--- src/design/barrier_pkg.sv ---
// Shared constants and types for the memory barrier ordering unit.
package barrier_pkg;

  // Outstanding-operation counters, one per class of tracked traffic.
  localparam int NUM_CNT = 6;
  localparam int CNT_LD = 0;
  localparam int CNT_ST = 1;
  localparam int CNT_DMNT = 2;
  localparam int CNT_SMNT = 3;
  localparam int CNT_CTX = 4;
  localparam int CNT_WALK = 5;
  localparam int CNT_W_DEF = 4;

  // Barrier kinds as presented by the issue stage.
  localparam logic [1:0] KIND_CTX = 2'h1;
  localparam logic [1:0] KIND_DMB = 2'h2;
  localparam logic [1:0] KIND_DSB = 2'h3;

  // Qualifier layout: domain in the upper pair, access class in the lower.
  localparam int QUAL_W = 4;
  localparam int QUAL_DOM_LSB = 2;
  localparam int QUAL_CLS_LSB = 0;

  // Shareability domains.
  localparam logic [1:0] OUTER_DOMAIN_ALL = 2'h0;
  localparam logic [1:0] LOCAL_DOMAIN_ALL = 2'h1;
  localparam logic [1:0] INNER_DOMAIN_ALL = 2'h2;
  localparam logic [1:0] SYSTEM_DOMAIN_ALL = 2'h3;

  // Access classes; code zero is not a legal class.
  localparam logic [1:0] CLS_LD = 2'h1;
  localparam logic [1:0] CLS_ST = 2'h2;
  localparam logic [1:0] CLS_ANY = 2'h3;

  // Barrier sequencer states.
  typedef enum logic [1:0] {ST_IDLE, ST_DRAIN} bar_state_type;

endpackage : barrier_pkg

--- src/design/memory_barrier_ordering_unit.sv ---
// Barrier sequencing and acquire/release ordering between core and memory system.
//
// Overview of operation
// - Context barrier forces refetch of later instructions.
// - Context barrier waits for context-changing operations.
// - Data order barrier orders earlier data accesses.
// - Data order barrier waits data cache maintenance.
// - Sync barrier stalls every later instruction.
// - Sync barrier waits all maintenance operations.
// - Qualifier gives four domains, three classes.
// - Load class: loads drain, later accesses wait.
// - Store class orders stores only.
// - Full class: all accesses drain and wait.
// - Fetch, data and walker are separate observers.
// - Observed means acknowledged by the memory system.
// - Speculative loads are counted like explicit ones.
// - Later matching accesses wait for acquiring load.
// - Releasing store waits for earlier accesses.
// - Acquire/release domain comes from address attributes.
// - Releasing store visible everywhere after all earlier.
// - Exclusive forms share acquire/release ordering.
`timescale 1ns/100ps
module memory_barrier_ordering_unit
  import barrier_pkg::*;
#(
  parameter int CNT_W = CNT_W_DEF
) (
  input wire logic clk,
  input wire logic nrst,
  input wire logic bar_valid,
  input wire logic [1:0] bar_kind,
  input wire logic [QUAL_W-1:0] bar_qual,
  output logic bar_ready,
  output logic bar_done,
  output logic refetch_req,
  output logic [1:0] bar_domain,
  output logic exec_stall,
  input wire logic ld_valid,
  input wire logic ld_acquire,
  input wire logic ld_excl,
  input wire logic [1:0] ld_domain,
  output logic ld_ready,
  input wire logic spec_valid,
  output logic spec_ready,
  input wire logic ld_ack,
  input wire logic st_valid,
  input wire logic st_release,
  input wire logic st_excl,
  input wire logic [1:0] st_domain,
  output logic st_ready,
  input wire logic st_ack,
  input wire logic dmnt_valid,
  input wire logic dmnt_ack,
  input wire logic smnt_valid,
  input wire logic smnt_ack,
  input wire logic ctx_valid,
  input wire logic ctx_ack,
  input wire logic walk_valid,
  input wire logic walk_ack,
  output logic op_ready,
  input wire logic send_event_req,
  output logic send_event_signal
);

  typedef struct packed {
    bar_state_type st;
    logic [1:0] kind;
    logic [1:0] cls;
    logic [1:0] dom;
    logic done;
    logic refetch;
    logic acq_hold;
    logic [1:0] acq_dom;
  } ctl_state_type;

  ctl_state_type state_ff;
  ctl_state_type nxt_state;

  logic [NUM_CNT-1:0] cnt_inc;
  logic [NUM_CNT-1:0] cnt_dec;
  logic [NUM_CNT-1:0] cnt_zero;
  logic [NUM_CNT-1:0] cnt_full;
  logic drained;
  logic draining;
  logic hold_ld;
  logic hold_st;
  logic hold_all;
  logic ld_acq_like;
  logic st_rel_like;
  logic ld_fire;
  logic st_fire;
  logic spec_fire;
  logic data_bar;

  // Acquire hold applies to accesses in the same domain or a system-wide one.
  function automatic logic dom_match(input logic [1:0] a, input logic [1:0] b);
    dom_match = (a == b) || (a == SYSTEM_DOMAIN_ALL) || (b == SYSTEM_DOMAIN_ALL);
  endfunction : dom_match

  // Unknown class codes fall back to the strongest ordering, never the weakest.
  function automatic logic [1:0] qual_cls(input logic [QUAL_W-1:0] q);
    logic [1:0] c;
    c = q[QUAL_CLS_LSB +: 2];
    qual_cls = (c == CLS_LD || c == CLS_ST) ? c : CLS_ANY;
  endfunction : qual_cls

  // One counter per tracked class; acknowledges mark observation.
  for (genvar i = 0; i < NUM_CNT; i++) begin : g_cnt
    outstanding_counter #(
      .CNT_W(CNT_W)
    ) u_cnt (
      .clk(clk),
      .nrst(nrst),
      .inc(cnt_inc[i]),
      .dec(cnt_dec[i]),
      .zero(cnt_zero[i]),
      .full(cnt_full[i])
    );
  end

  drain_check u_drain (
    .kind(state_ff.kind),
    .cls(state_ff.cls),
    .zero(cnt_zero),
    .drained(drained)
  );

  // Exclusive variants carry exactly the same one-way ordering.
  assign ld_acq_like = ld_acquire | ld_excl & ld_acquire;
  assign st_rel_like = st_release | st_excl & st_release;

  // Which later traffic a draining barrier holds back.
  always_comb begin
    draining = (state_ff.st == ST_DRAIN);
    // Only the two data barriers carry a meaningful access class.
    data_bar = draining && (state_ff.kind == KIND_DMB || state_ff.kind == KIND_DSB);
    hold_all = draining && (state_ff.kind == KIND_DSB
                            || state_ff.kind == KIND_CTX);
    hold_ld = draining && state_ff.kind != KIND_CTX
              && state_ff.cls != CLS_ST;
    hold_st = draining && state_ff.kind != KIND_CTX;
  end

  // Handshakes stay combinational so the issue stage sees the stall at once.
  always_comb begin
    bar_ready = (state_ff.st == ST_IDLE);
    ld_ready = !hold_ld && !hold_all && !cnt_full[CNT_LD]
               && !(state_ff.acq_hold && dom_match(state_ff.acq_dom, ld_domain));
    spec_ready = !hold_ld && !hold_all && !cnt_full[CNT_LD] && !ld_valid
                 && !state_ff.acq_hold;
    st_ready = !hold_st && !hold_all && !cnt_full[CNT_ST]
               && !(state_ff.acq_hold && dom_match(state_ff.acq_dom, st_domain))
               && !(st_rel_like && !(cnt_zero[CNT_LD] && cnt_zero[CNT_ST]));
    op_ready = !hold_all && !cnt_full[CNT_DMNT] && !cnt_full[CNT_SMNT]
               && !cnt_full[CNT_CTX] && !cnt_full[CNT_WALK];
    exec_stall = hold_all;
    send_event_signal = send_event_req && !hold_all;
  end

  // Issue and acknowledge strobes feeding the counters.
  always_comb begin
    ld_fire = ld_valid && ld_ready;
    st_fire = st_valid && st_ready;
    spec_fire = spec_valid && spec_ready;
    cnt_inc = '0;
    cnt_inc[CNT_LD] = ld_fire || spec_fire;
    cnt_inc[CNT_ST] = st_fire;
    cnt_inc[CNT_DMNT] = dmnt_valid && op_ready;
    cnt_inc[CNT_SMNT] = smnt_valid && op_ready;
    cnt_inc[CNT_CTX] = ctx_valid && op_ready;
    cnt_inc[CNT_WALK] = walk_valid && op_ready;
    cnt_dec = '0;
    cnt_dec[CNT_LD] = ld_ack;
    cnt_dec[CNT_ST] = st_ack;
    cnt_dec[CNT_DMNT] = dmnt_ack;
    cnt_dec[CNT_SMNT] = smnt_ack;
    cnt_dec[CNT_CTX] = ctx_ack;
    cnt_dec[CNT_WALK] = walk_ack;
  end

  // Barrier sequencer and acquire tracking.
  always_comb begin
    nxt_state = state_ff;
    nxt_state.done = 1'b0;
    nxt_state.refetch = 1'b0;
    unique case (state_ff.st)
      ST_IDLE: begin
        if (bar_valid) begin
          nxt_state.st = ST_DRAIN;
          nxt_state.kind = bar_kind;
          nxt_state.cls = qual_cls(bar_qual);
          nxt_state.dom = bar_qual[QUAL_DOM_LSB +: 2];
        end
      end
      ST_DRAIN: begin
        if (drained) begin
          nxt_state.st = ST_IDLE;
          nxt_state.done = 1'b1;
          nxt_state.refetch = (state_ff.kind == KIND_CTX);
        end
      end
    endcase
    // The hold releases once every outstanding load has been observed.
    if (ld_fire && ld_acq_like) begin
      nxt_state.acq_hold = 1'b1;
      nxt_state.acq_dom = ld_domain;
    end else if (state_ff.acq_hold && cnt_zero[CNT_LD]) begin
      nxt_state.acq_hold = 1'b0;
    end
  end

  always_ff @(posedge clk or negedge nrst) begin
    if (!nrst) begin
      state_ff <= '{st: ST_IDLE, kind: KIND_DMB, cls: CLS_ANY, dom: SYSTEM_DOMAIN_ALL,
                    default: '0};
    end else begin
      state_ff <= nxt_state;
    end
  end

  // Done and refetch are registered pulses; the domain goes to the interconnect.
  assign bar_done = state_ff.done;
  assign refetch_req = state_ff.refetch;
  assign bar_domain = state_ff.dom;
endmodule : memory_barrier_ordering_unit

--- src/design/outstanding_counter.sv ---
// Counter of issued but not yet acknowledged operations of one class.
`timescale 1ns/100ps
module outstanding_counter
  import barrier_pkg::*;
#(
  parameter int CNT_W = CNT_W_DEF
) (
  input wire logic clk,
  input wire logic nrst,
  input wire logic inc,
  input wire logic dec,
  output logic zero,
  output logic full
);

  localparam logic [CNT_W-1:0] CNT_ZERO = '0;
  localparam logic [CNT_W-1:0] CNT_MAX = '1;
  localparam logic [CNT_W-1:0] CNT_ONE = CNT_W'(1);

  typedef struct packed {
    logic [CNT_W-1:0] cnt;
  } cnt_state_type;

  cnt_state_type state_ff;
  cnt_state_type nxt_state;

  // A stray acknowledge on an empty counter is dropped so the count cannot wrap.
  always_comb begin
    nxt_state = state_ff;
    if (inc && !(dec && state_ff.cnt != CNT_ZERO)) begin
      nxt_state.cnt = state_ff.cnt + CNT_ONE;
    end else if (!inc && dec && state_ff.cnt != CNT_ZERO) begin
      nxt_state.cnt = state_ff.cnt - CNT_ONE;
    end
  end

  always_ff @(posedge clk or negedge nrst) begin
    if (!nrst) begin
      state_ff <= '0;
    end else begin
      state_ff <= nxt_state;
    end
  end

  // Full stalls the source, so no increment arrives while the count is at the maximum.
  assign zero = (state_ff.cnt == CNT_ZERO);
  assign full = (state_ff.cnt == CNT_MAX);

endmodule : outstanding_counter

--- src/design/drain_check.sv ---
// Decides whether the traffic a pending barrier waits on has fully drained.
`timescale 1ns/100ps
module drain_check
  import barrier_pkg::*;
(
  input wire logic [1:0] kind,
  input wire logic [1:0] cls,
  input wire logic [NUM_CNT-1:0] zero,
  output logic drained
);

  logic acc_ok;

  // Access class picks which earlier data accesses must be acknowledged.
  always_comb begin
    unique case (cls)
      CLS_LD: acc_ok = zero[CNT_LD];
      CLS_ST: acc_ok = zero[CNT_ST];
      default: acc_ok = zero[CNT_LD] & zero[CNT_ST];
    endcase
  end

  // The synchronizing barrier also waits for every maintenance and walker operation.
  always_comb begin
    unique case (kind)
      KIND_CTX: drained = zero[CNT_CTX];
      KIND_DMB: drained = acc_ok & zero[CNT_DMNT];
      KIND_DSB: drained = acc_ok & zero[CNT_DMNT] & zero[CNT_SMNT]
                          & zero[CNT_WALK];
      default: drained = 1'b1;
    endcase
  end

endmodule : drain_check

--- config.mk ---
export PLATFORM = sky130hd
export DESIGN_NAME = memory_barrier_ordering_unit
export DESIGN_NICKNAME = d
export VERILOG_FILES = /design/src/design/barrier_pkg.sv /design/src/design/memory_barrier_ordering_unit.sv /design/src/design/outstanding_counter.sv /design/src/design/drain_check.sv
export SDC_FILE = /design/constraint.sdc
export NUM_CORES = 1
export LEC_CHECK = 0
export ABC_CLOCK_PERIOD_IN_PS = 3460
export BUFFER_PORTS_ARGS = -buffer_cell sky130_fd_sc_hd__buf_2
export CAP_MARGIN = 25
export CORE_ASPECT_RATIO = 1.5
export CORE_MARGIN = 2
export CORE_UTILIZATION = 45
export DETAILED_ROUTE_END_ITERATION = 7
export PLACE_DENSITY = 0.75
export SETUP_SLACK_MARGIN = 0.05
export SLEW_MARGIN = 20
export SYNTH_ARGS = -nofsm -noshare
export SYNTH_HDL_FRONTEND = slang
export SYNTH_SLANG_ARGS = --single-unit
--- constraint.sdc ---
create_clock -name clk -period 3.46 [get_ports clk]
set_input_delay 0.346 -clock clk [delete_from_list [all_inputs] [get_ports clk]]
set_output_delay 0.346 -clock clk [all_outputs]
set_load 0.03 [all_outputs]
==> results of run 1 <==
[per-layer routing]
layer,wire length [um],track usage (%)
met1,1588,17.56
met4,93,6.383
met2,2066,27.54
met5,0,0
met3,224,3.725
[power by group]
| part | switching, mW | internal (mW) |
|---|---|---|
| combinational | 0.730 | 0.710 |
| clock | 0.148 | 0.214 |
| sequential | 0.258 | 0.672 |
| total | 1.14 | 1.60 |
[registers in the layout (all words and copies together) (netlist names)]
name                  flops
state_ff                  8
refetch_req               1
bar_done                  1
bar_domain                2
g_cnt.u_cnt.state_ff     24
[synthesized netlist by cell type (all sizes together)]
cell type  number  area (sq um)
a211oi          2         27.53
a21boi          1         11.26
a21o           11         82.58
a21oi          11         55.05
a221oi          1         8.760
a41o            1         10.01
a41oi           1         8.760
and2            3         18.77
and3            6         37.54
and4            1         8.760
buf             2         15.01
clkbuf          1         3.750
dfrtp          31         775.7
dfstp           5         131.4
fa              6         120.1
ha             14         175.2
inv             5         18.77
mux2           18         202.7
mux2i           6         60.06
nand2          17         63.81
nand2b          3         18.77
nand3           3         15.01
nand4           5         31.28
nor2            5         18.77
nor2b           3         18.77
nor3            1         5.000
nor3b           2         15.01
nor4            3         31.28
o21ai           3         15.01
o21bai          2         15.01
or2             1         6.260
or4             4         30.03
xnor2           6         52.55
xor2           17         156.4
[cell type report]
cell class | count | area [sq um] | area share [%]
flip-flops and latches | 36 | 907.1 | 34.38
clock inverters | 2 | 35.03 | 1.328
well taps | 66 | 82.58 | 3.129
multi-input cells | 157 | 1320 | 50.02
inverters | 5 | 18.77 | 0.7112
repair buffers | 40 | 202.7 | 7.681
clock buffers | 6 | 72.57 | 2.750
[cell families (layout without fill, tap and decap cells)]
group | after synthesis | after routing | synth area share [%]
simple gates | 57 | 57 | 14.09
flops | 36 | 36 | 40.06
compound gates | 33 | 33 | 10.33
mux | 24 | 24 | 11.60
xor+xnor | 23 | 23 | 9.227
fa+ha+maj | 20 | 20 | 13.04
buf+inv | 8 | 53 | 1.657
[through the flow]
step	power (mW)	instance area [sq um]	instances	utilization, %	worst slack [ns]
2_1_floorplan	2.084	2265	201	-	0.9336
3_3_place_gp	2.336	2531	304	52.21	0.6898
3_5_place_dp	2.395	2531	304	52.21	0.6067
4_1_cts	2.770	2639	312	54.43	0.6114
5_1_grt	3.001	2639	312	54.43	0.4024
6_report	2.731	2639	312	54.43	0.6454
[worst min path at each step]
| stage | from | end | slack (ns) | cells after the start |
|---|---|---|---|---|
| 2_1_floorplan | nrst | bar_done$_DFF_PN0_ | 0.05 | 0 |
| 3_3_place_gp | nrst | g_cnt[4].u_cnt.state_ff[0]$_DFFE_PN0P_ | 0.47 | 1 |
| 3_5_place_dp | g_cnt[3].u_cnt.state_ff[3]$_DFFE_PN0P_ | g_cnt[3].u_cnt.state_ff[3]$_DFFE_PN0P_ | 0.47 | 1 |
| 4_1_cts | nrst | g_cnt[4].u_cnt.state_ff[2]$_DFFE_PN0P_ | 0.17 | 1 |
| 5_1_grt | nrst | g_cnt[4].u_cnt.state_ff[0]$_DFFE_PN0P_ | 0.22 | 1 |
| 6_report | nrst | g_cnt[4].u_cnt.state_ff[2]$_DFFE_PN0P_ | 0.14 | 1 |
[worst max-delay path, stage by stage (launching register included)]
cell	delay, ns
dfstp_2	0.54
ha_1	0.16
nor2b_1	0.15
o21ai_0	0.14
a211oi_1	0.49
nand2_1	0.21
ha_1	0.31
a21o_1	0.15
a21oi_1	0.18
nor2b_1	0.15
mux2i_1	0.09
xnor2_1	0.15
==> load_flow_metrics.sql, run 1 <==
INSERT INTO impl_metrics (metric_group, metric, value, unit) VALUES
('placed_design', 'port-buffer-count', '39', ''),
('synth', 'yosys_register_bits', '36', ''),
('clock_network', 'ctsResizeCount', '0', ''),
('critical_path', 'setup.worst_path.end', 'g_cnt[0].u_cnt.state_ff[3]$_DFFE_PN0P_', ''),
('critical_path', 'r2r_setup_slack', '0.65', 'ns'),
('pwr', 'vdd.ir_drop.worst', '0.5043', 'mV'),
('detailed_routing', 'ant_nets', '0', ''),
('synth', 'post_synthesis_cell_type_count', '37', ''),
('synth', 'syn_avg_cell_area', '11.27', 'sq um'),
('die', 'die-area', '5628', 'sq um'),
('detailed_routing', 'drtIter0Drc', '28', ''),
('sta', 'final.period_utilization', '81.35', '%'),
('sta', 'maxSlewHeadroom', '47.42', '%'),
('synth', 'synthesized_net_count', '252', ''),
('die', 'ios', '42', ''),
('synth', 'synth_sequential_area_ratio', '40.06', '%'),
('sta', 'worst_slew_pin_slew', '0.7887', 'ns'),
('detailed_routing', 'drcViolationCount', '0', ''),
('detailed_routing', 'drt-pass1-iter-count', '4', ''),
('critical_path', 'setup.worst_path.class', 'reg2reg', ''),
('layout', 'final_net_count', '296', ''),
('die', 'die_height', '90.89', 'um'),
('placed_design', 'place.detailed.hpwl', '3132', 'um'),
('global_routing', 'initial_antenna_violation_count', '0', ''),
('layout', 'n_fill_cell', '438', ''),
('clock_network', 'cts.root.buffer_cell', 'clkbuf_8', ''),
('critical_path', 'crit_start', 'state_ff[8]$_DFFE_PN1P_', ''),
('layout', 'leading_cell_type_in_the_layout_fill_and_taps_excluded', 'buf_2', ''),
('worst_hold_path', 'min_path_type', 'in2async', ''),
('pwr', 'power.leakage', '1.233', 'nW'),
('clock_network', 'clock_insertion_delay_worst_skew', '0.29', 'ns'),
('die', 'die_w', '61.92', 'um'),
('sta', 'setup-violations-final', '0', ''),
('critical_path', 'worstSetupStartpointType', 'register', ''),
('clock_network', 'cts.sink_count', '36', ''),
('critical_path', 'cp_max_fo', '3', ''),
('sta', 'final.hold.worst_slack', '0.1362', 'ns'),
('clock_network', 'cts.path.max_buffers', '2', ''),
('outcome', 'outcome', 'complete, no violations', ''),
('critical_path', 'required', '3.64', 'ns'),
('synth', 'gate_count_post_synth', '201', ''),
('placed_design', 'gp_routability_congestion', '0.7504', ''),
('die', 'fp-row-count', '31', ''),
('detailed_routing', 'routed-via-count', '1633', ''),
('layout', 'final_cell_mix', 'buf_2, dfrtp_1, mux2_2, nand2_1, xor2_1', ''),
('critical_path', 'reg2regPathDepth', '11', ''),
('layout', 'share_of_cells_above_drive_strength_1', '30.89', '%'),
('detailed_routing', 'totalWireLength', '3971', 'um'),
('global_routing', 'first_global_vias', '1664', ''),
('synth', 'syn-cell-area', '2265', 'sq um'),
('sta', 'rsz0062_at_grt', 'false', ''),
('sta', 'slew_violations', '0', ''),
('critical_path', 'regToRegStartpoint', 'state_ff[8]$_DFFE_PN1P_', ''),
('clock_network', 'tritoncts.num_buffers', '5', ''),
('clock_network', 'clock_tree_from_tritoncts', 'yes', ''),
('global_routing', 'grt_start_max_net_pins', '37', ''),
('critical_path', 'worstPathArrival', '2.99', 'ns'),
('sta', 'period_minus_slack', '2.815', 'ns'),
('sta', 'timing.setup.tns', '0', 'ns'),
('die', 'core-area', '4848', 'sq um'),
('detailed_routing', 'routed_wire_length_per_instance', '12.73', 'um'),
('critical_path', 'worstSetupEndpointType', 'register', ''),
('clock_network', 'hold_buffers', '0', ''),
('clock_network', 'post_cts_buffers', '0', ''),
('pwr', 'power_per_cell_area', '1035', 'nW/um^2'),
('synth', 'yosysWarningCount', '0', ''),
('sta', 'fmax', '355.3', 'MHz'),
('sta', 'hold_viol', '0', ''),
('sta', 'worst_clock_skew', '0.008507', 'ns'),
('global_routing', 'grt.total_usage', '15.83', '%'),
('critical_path', 'rr_endpoint', 'g_cnt[0].u_cnt.state_ff[3]$_DFFE_PN0P_', ''),
('global_routing', 'grt_remaining_overflow', '0', ''),
('layout', 'layout-area-overhead-vs-synth', '16.52', '%'),
('clock_network', 'cts.reportedPaths.clkPinSlew', '0.07', 'ns'),
('run', 'maxCapViolations', '0', ''),
('layout', 'antenna_cells', '0', ''),
('detailed_routing', 'post_drt_via_cell_ratio', '5.234', ''),
('die', 'floorplan.initialDensity', '46.71', '%'),
('global_routing', 'grt_first_pass_wirelength', '6831', 'um'),
('clock_network', 'cts-htree-levels', '2', '');
(Power assumes the default switching activity.)
==> inputs of run 2 (changes only) <==
--- a/config.mk
+++ b/config.mk
@@ -5,7 +5,7 @@
 export SDC_FILE = /design/constraint.sdc
 export NUM_CORES = 1
 export LEC_CHECK = 0
-export ABC_CLOCK_PERIOD_IN_PS = 3460
+export ABC_CLOCK_PERIOD_IN_PS = 2900
 export BUFFER_PORTS_ARGS = -buffer_cell sky130_fd_sc_hd__buf_2
 export CAP_MARGIN = 25
 export CORE_ASPECT_RATIO = 1.5
==> constraint.sdc (replaced) <==
create_clock -name clk -period 2.9 [get_ports clk]
set_input_delay 0.29 -clock clk [delete_from_list [all_inputs] [get_ports clk]]
set_output_delay 0.29 -clock clk [all_outputs]
set_load 0.03 [all_outputs]
==> run 2 against run 1 <==
Wire length is 0.65% higher. Critical path depth stayed put. Sequential share of layout area is 0.39 points lower. Largest cell class unchanged. Maximum frequency is 9.1% higher. Final area is 1.1% higher. Power is 21% higher. Combinational power is 22% higher. Via count is 0.98% higher.
==> load_flow_metrics.sql, run 2 (synthesized netlist as in run 1, its figures left out) <==
INSERT INTO impl_metrics (metric_group, metric, value, unit) VALUES
('critical_path', 'r2r_setup_slack', '0.32', 'ns'),
('detailed_routing', 'drt-pass1-iter-count', '4', ''),
('placed_design', 'gp_routability_congestion', '0.7705', ''),
('sta', 'fmax', '387.5', 'MHz'),
('sta', 'period_minus_slack', '2.580', 'ns'),
('layout', 'final_cell_mix', 'buf_2, dfrtp_1, mux2_2, nand2_1, xor2_1', ''),
('placed_design', 'post-place-cells', '308', ''),
('clock_network', 'cts.sink_count', '36', ''),
('clock_network', 'clock_insertion_delay_worst_skew', '0.29', 'ns'),
('layout', 'top_register', 'g_cnt.u_cnt.state_ff', ''),
('detailed_routing', 'post_drt_via_cell_ratio', '5.218', ''),
('die', 'core-area', '4848', 'sq um'),
('critical_path', 'crit_path_max_incr_delay', '0.53', 'ns'),
('detailed_routing', 'totalWireLength', '3997', 'um'),
('layout', 'antenna_cells', '0', ''),
('sta', 'rsz0062_at_grt', 'false', ''),
('placed_design', 'place.detailed.hpwl', '3166', 'um'),
('die', 'floorplan.initialDensity', '46.71', '%'),
('global_routing', 'grt_start_max_net_pins', '37', ''),
('critical_path', 'setup.worst_path.class', 'reg2reg', ''),
('die', 'ios', '42', ''),
('die', 'die_height', '90.89', 'um'),
('outcome', 'outcome', 'complete, no violations', ''),
('critical_path', 'reg2regPathDepth', '11', ''),
('detailed_routing', 'drtIter0Drc', '77', ''),
('global_routing', 'grt_remaining_overflow', '0', ''),
('clock_network', 'hold_buffers', '0', ''),
('global_routing', 'grt.total_usage', '15.86', '%'),
('layout', 'final_net_count', '300', ''),
('die', 'die_w', '61.92', 'um'),
('clock_network', 'cts.path.max_buffers', '2', ''),
('critical_path', 'timing.critical_path.cells', 'ha_1, nor2b_1, o21ai_0, a211oi_1, nand2_1, ha_1, a21o_1, a21oi_1, nor2b_1, mux2i_1, xnor2_1', ''),
('detailed_routing', 'routed_wire_length_per_instance', '12.65', 'um'),
('clock_network', 'tritoncts.num_buffers', '5', ''),
('sta', 'worst_slew_pin_slew', '0.7929', 'ns'),
('global_routing', 'first_global_vias', '1633', ''),
('sta', 'worst_clock_skew', '0.003199', 'ns'),
('critical_path', 'cp_max_fo', '3', ''),
('sta', 'setup-violations-final', '0', ''),
('detailed_routing', 'drcViolationCount', '0', ''),
('layout', 'largest_register_ff_count', '24', ''),
('critical_path', 'worstPathArrival', '2.75', 'ns'),
('global_routing', 'grt_first_pass_wirelength', '6768', 'um'),
('placed_design', 'port-buffer-count', '39', ''),
('pwr', 'vdd.ir_drop.worst', '0.5226', 'mV'),
('clock_network', 'ctsResizeCount', '0', ''),
('detailed_routing', 'routed-via-count', '1649', ''),
('pwr', 'power.leakage', '1.252', 'nW'),
('layout', 'leading_cell_type_in_the_layout_fill_and_taps_excluded', 'buf_2', ''),
('sta', 'hold_viol', '0', ''),
('critical_path', 'worstSetupStartpointType', 'register', ''),
('critical_path', 'rr_endpoint', 'g_cnt[0].u_cnt.state_ff[3]$_DFFE_PN0P_', ''),
('layout', 'n_fill_cell', '431', ''),
('run', 'maxCapViolations', '0', ''),
('global_routing', 'initial_antenna_violation_count', '0', ''),
('sta', 'timing.setup.tns', '0', 'ns'),
('layout', 'post_layout_nonfiller_instances', '316', ''),
('layout', 'share_of_cells_above_drive_strength_1', '32.00', '%'),
('die', 'die-area', '5628', 'sq um'),
('sta', 'maxSlewHeadroom', '47.14', '%'),
('sta', 'final.period_utilization', '88.98', '%'),
('sta', 'slew_violations', '0', ''),
('clock_network', 'cts.root.buffer_cell', 'clkbuf_8', ''),
('layout', 'layout-area-overhead-vs-synth', '17.85', '%'),
('clock_network', 'cts-htree-levels', '2', ''),
('detailed_routing', 'ant_nets', '0', ''),
('critical_path', 'required', '3.07', 'ns'),
('worst_hold_path', 'min_path_type', 'in2async', ''),
('die', 'fp-row-count', '31', ''),
('clock_network', 'post_cts_buffers', '0', ''),
('critical_path', 'regToRegStartpoint', 'state_ff[8]$_DFFE_PN1P_', ''),
('clock_network', 'cts.reportedPaths.clkPinSlew', '0.07', 'ns'),
('clock_network', 'clock_tree_from_tritoncts', 'yes', ''),
('critical_path', 'worst_path_max_delay_cell', 'dfstp_2', ''),
('critical_path', 'worstSetupEndpointType', 'register', ''),
('pwr', 'power_per_cell_area', '1235', 'nW/um^2');
==> run 2: changes by cell type in the layout (fill, tap and decap cells not counted) <==
cell / delta
buf_4: +4
==> run 2: routing by layer <==
| layer | GRT usage, % | part of all wire, % |
|---|---|---|
| met3 | 3.295 | 5.2 |
| met5 | 0 | 0 |
| met4 | 7.447 | 2.7 |
| met1 | 17.64 | 41 |
| met2 | 27.28 | 51 |
==> run 2: layout make-up <==
cell class                      count  area [sq um]  area share, %
Multi-Input combinational cell    157          1320          49.46
Timing Repair Buffer               44         232.7          8.720
Tap cell                           66         82.58          3.094
Clock inverter                      2         35.03          1.313
Clock buffer                        6         72.57          2.719
Inverter                            5         18.77         0.7032
Sequential cell                    36         907.1          33.99
==> run 2: how the worst max path moves through the flow <==
stage / from / endpoint / slack [ns]
finish: state_ff[8]$_DFFE_PN1P_ / g_cnt[0].u_cnt.state_ff[3]$_DFFE_PN0P_ / 0.32
global route: state_ff[8]$_DFFE_PN1P_ / g_cnt[0].u_cnt.state_ff[3]$_DFFE_PN0P_ / 0.08
CTS: state_ff[8]$_DFFE_PN1P_ / g_cnt[0].u_cnt.state_ff[3]$_DFFE_PN0P_ / 0.28
detailed placement: state_ff[8]$_DFFE_PN1P_ / g_cnt[0].u_cnt.state_ff[3]$_DFFE_PN0P_ / 0.29
global placement: state_ff[8]$_DFFE_PN1P_ / g_cnt[0].u_cnt.state_ff[3]$_DFFE_PN0P_ / 0.35
floorplan: state_ff[8]$_DFFE_PN1P_ / g_cnt[0].u_cnt.state_ff[3]$_DFFE_PN0P_ / 0.37
==> run 2: metrics by stage <==
step	utilization (%)	hold WS, ns	worst slack [ns]	power (mW)	instance area [sq um]
after floorplan	-	-0.005591	0.3736	2.486	2265
final	55.05	0.08517	0.3196	3.297	2669
after global placement	52.83	0.4151	0.3517	2.831	2561
after detailed placement	52.83	0.4246	0.2900	2.899	2561
after global routing	55.05	0.1505	0.08438	3.618	2669
after CTS	55.05	0.1172	0.2827	3.347	2669
==> run 2: critical path, delay by kind of cell (launching register included) <==
kind,cells,cell delay (ns)
DFF,1,0.53
AOI/OAI and AO/OA,4,0.80
and+or+nand+nor,3,0.46
adders and majority gates,2,0.46
xor gates and xnor gates,1,0.13
muxes,1,0.08
==> run 2: where the power goes <==
group	leakage [nW]	total (mW)	internal (mW)	switching [mW]
clock	0.0552	0.431	0.255	0.176
combinational	0.779	1.76	0.881	0.877
sequential	0.418	1.11	0.802	0.306
==> inputs of run 3 (changes only) <==
--- a/config.mk
+++ b/config.mk
@@ -9,11 +9,10 @@
 export BUFFER_PORTS_ARGS = -buffer_cell sky130_fd_sc_hd__buf_2
 export CAP_MARGIN = 25
 export CORE_ASPECT_RATIO = 1.5
-export CORE_MARGIN = 2
 export CORE_UTILIZATION = 45
 export DETAILED_ROUTE_END_ITERATION = 7
 export PLACE_DENSITY = 0.75
-export SETUP_SLACK_MARGIN = 0.05
+export SETUP_SLACK_MARGIN = 0.2
 export SLEW_MARGIN = 20
 export SYNTH_ARGS = -nofsm -noshare
 export SYNTH_HDL_FRONTEND = slang
==> run 3 against run 2 <==
Wire length up 1.5%. Power increased by 0.46%. Critical path type unchanged. Die area fell by 5.4%. First-iteration DRC count down 39%. Count of clock-buffer cells in the layout unchanged. Critical endpoint is now g_cnt[2].u_cnt.state_ff[3]$_DFFE_PN0P_. Largest power group unchanged. Via count is 0.55% lower.
==> load_flow_metrics.sql, run 3 (synthesized netlist as in run 1, its figures left out) <==
INSERT INTO impl_metrics (metric_group, metric, value, unit) VALUES
('placed_design', 'place.detailed.hpwl', '3232', 'um'),
('global_routing', 'initial_antenna_violation_count', '0', ''),
('critical_path', 'gate_family_responsible_for_the_most_delay_along_the_worst_path', 'simple AND/OR/NAND/NOR gates', ''),
('die', 'ios', '42', ''),
('pwr', 'power_per_cell_area', '1240', 'nW/um^2'),
('detailed_routing', 'routed-via-count', '1640', ''),
('global_routing', 'first_global_vias', '1631', ''),
('sta', 'setup-violations-final', '0', ''),
('placed_design', 'port-buffer-count', '39', ''),
('layout', 'ff_latch_area', '908.4', 'sq um'),
('sta', 'fmax', '393.1', 'MHz'),
('detailed_routing', 'ant_nets', '0', ''),
('placed_design', 'gp_routability_congestion', '0.7318', ''),
('layout', 'final_net_count', '298', ''),
('clock_network', 'ctsResizeCount', '0', ''),
('sta', 'period_minus_slack', '2.544', 'ns'),
('detailed_routing', 'drtIter0Drc', '47', ''),
('sta', 'final.hold.worst_slack', '0.07715', 'ns'),
('sta', 'final.period_utilization', '87.73', '%'),
('critical_path', 'critical_path.n_buffers_inverters', '0', ''),
('worst_hold_path', 'min_path_type', 'in2async', ''),
('clock_network', 'clock_insertion_delay_worst_skew', '0.29', 'ns'),
('clock_network', 'cts-htree-levels', '2', ''),
('sta', 'slew_violations', '0', ''),
('global_routing', 'grt.total_usage', '17.43', '%'),
('global_routing', 'grt_remaining_overflow', '0', ''),
('run', 'maxCapViolations', '0', ''),
('sta', 'timing.setup.tns', '0', 'ns'),
('detailed_routing', 'routed_wire_length_per_instance', '12.91', 'um'),
('critical_path', 'cp_max_fo', '8', ''),
('detailed_routing', 'post_drt_via_cell_ratio', '5.223', ''),
('pwr', 'vdd.ir_drop.worst', '0.5101', 'mV'),
('layout', 'antenna_cells', '0', ''),
('clock_network', 'cts.reportedPaths.clkPinSlew', '0.07', 'ns'),
('sta', 'maxSlewHeadroom', '47.66', '%'),
('layout', 'top_register', 'g_cnt.u_cnt.state_ff', ''),
('die', 'die_w', '59.92', 'um'),
('critical_path', 'worstSetupStartpointType', 'register', ''),
('critical_path', 'required', '3.12', 'ns'),
('critical_path', 'worst_path_max_delay_cell', 'dfrtp_1', ''),
('layout', 'n_fill_cell', '424', ''),
('critical_path', 'worstPathArrival', '2.76', 'ns'),
('die', 'fp-row-count', '31', ''),
('pwr', 'power.leakage', '1.245', 'nW'),
('pwr', 'report.power.total', '3.312', 'mW'),
('outcome', 'outcome', 'complete, no violations', ''),
('layout', 'largest_register_ff_count', '24', ''),
('detailed_routing', 'totalWireLength', '4055', 'um'),
('die', 'die-area', '5326', 'sq um'),
('clock_network', 'hold_buffers', '0', ''),
('sta', 'hold_viol', '0', ''),
('layout', 'multi_input_logic_area', '1336', 'sq um'),
('sta', 'rsz0062_at_grt', 'true', ''),
('global_routing', 'grt_first_pass_wirelength', '6941', 'um'),
('die', 'die_height', '88.89', 'um'),
('global_routing', 'grt_start_max_net_pins', '37', ''),
('critical_path', 'crit_path_max_incr_delay', '0.45', 'ns'),
('clock_network', 'cts.root.buffer_cell', 'clkbuf_8', ''),
('critical_path', 'timing.critical_path.cells', 'nand4_1, and3_2, and4_2, nand2_1, ha_1, a21o_1, a21o_1, or2_2, mux2i_1, xor2_1', ''),
('detailed_routing', 'drt-pass1-iter-count', '4', ''),
('sta', 'worst_clock_skew', '0.006684', 'ns'),
('clock_network', 'tritoncts.num_buffers', '5', ''),
('layout', 'share_of_cells_above_drive_strength_1', '33.06', '%'),
('clock_network', 'post_cts_buffers', '0', ''),
('die', 'floorplan.initialDensity', '46.71', '%'),
('critical_path', 'cp_most_frequent_cell', 'a21o_1', ''),
('clock_network', 'cts.sink_count', '36', ''),
('layout', 'final_cell_mix', 'buf_2, dfrtp_1, mux2_2, nand2_1, xor2_1', ''),
('clock_network', 'cts.path.max_buffers', '2', ''),
('detailed_routing', 'drcViolationCount', '0', ''),
('critical_path', 'worstSetupEndpointType', 'register', ''),
('sta', 'worst_slew_pin_slew', '0.7850', 'ns'),
('placed_design', 'post_placement_cell_area', '2546', 'sq um'),
('die', 'core-area', '4848', 'sq um'),
('layout', 'fin_area', '2671', 'sq um'),
('critical_path', 'setup.worst_path.class', 'reg2reg', ''),
('clock_network', 'clock_tree_from_tritoncts', 'yes', ''),
('layout', 'layout-area-overhead-vs-synth', '17.96', '%'),
('layout', 'leading_cell_type_in_the_layout_fill_and_taps_excluded', 'buf_2', '');
[run 3: worst register-to-register path, delay by kind of cell, from the launching register on]
family | cells | cell delay, ns
AND/OR/NAND/NOR | 5 | 1.05
flip-flops | 1 | 0.45
AO/OA/AOI/OAI | 2 | 0.35
adder cells (fa/ha/maj) | 1 | 0.29
multiplexers | 1 | 0.18
XOR/XNOR | 1 | 0.15
[run 3: area by class of cell]
cell class	count	share of cell area [%]
clock inverter	2	1.311
clock buffer	6	2.717
multi-input combinational	157	50.02
timing repair buffer	42	8.150
tap	66	3.091
inverter	5	0.7026
sequential	36	34.00
[run 3: final timing paths]
kind | cells after the start | slack (ns) | startpoint | end
worst max-delay path | 10 | 0.36 | g_cnt[2].u_cnt.state_ff[1]$_DFFE_PN0P_ | g_cnt[2].u_cnt.state_ff[3]$_DFFE_PN0P_
worst min-delay path | 1 | 0.08 | nrst | g_cnt[4].u_cnt.state_ff[0]$_DFFE_PN0P_
worst max register to register | 10 | 0.36 | g_cnt[2].u_cnt.state_ff[1]$_DFFE_PN0P_ | g_cnt[2].u_cnt.state_ff[3]$_DFFE_PN0P_
worst min register to register | 1 | 0.49 | g_cnt[3].u_cnt.state_ff[3]$_DFFE_PN0P_ | g_cnt[3].u_cnt.state_ff[3]$_DFFE_PN0P_
max in group asynchronous | 1 | 2.26 | nrst | g_cnt[3].u_cnt.state_ff[0]$_DFFE_PN0P_
min in group clk | 2 | 0.23 | bar_kind[1] | state_ff[10]$_DFFE_PN1P_
[run 3: where the power goes]
part	internal (mW)	switching (mW)
Combinational	0.877	0.883
Sequential	0.803	0.318
Clock	0.255	0.177
Total	1.93	1.38
[run 3: metrics by stage]
stage          instances  setup WS (ns)  utilization, %
2_1_floorplan        201         0.3736               -
4_1_cts              314         0.2576           54.74
5_1_grt              314         0.1945           55.10
6_report             314         0.3559           55.10
3_3_place_gp         306         0.3134           52.52
3_5_place_dp         306         0.2618           52.52
[run 3: per-layer routing]
layer	part of all wire, %	track usage (%)	vias up
met2	54	32.02	37
met3	4.5	3.509	7
li1	-	-	806
met1	39	18.77	790
met5	0	0	-
met4	2.3	7.611	0
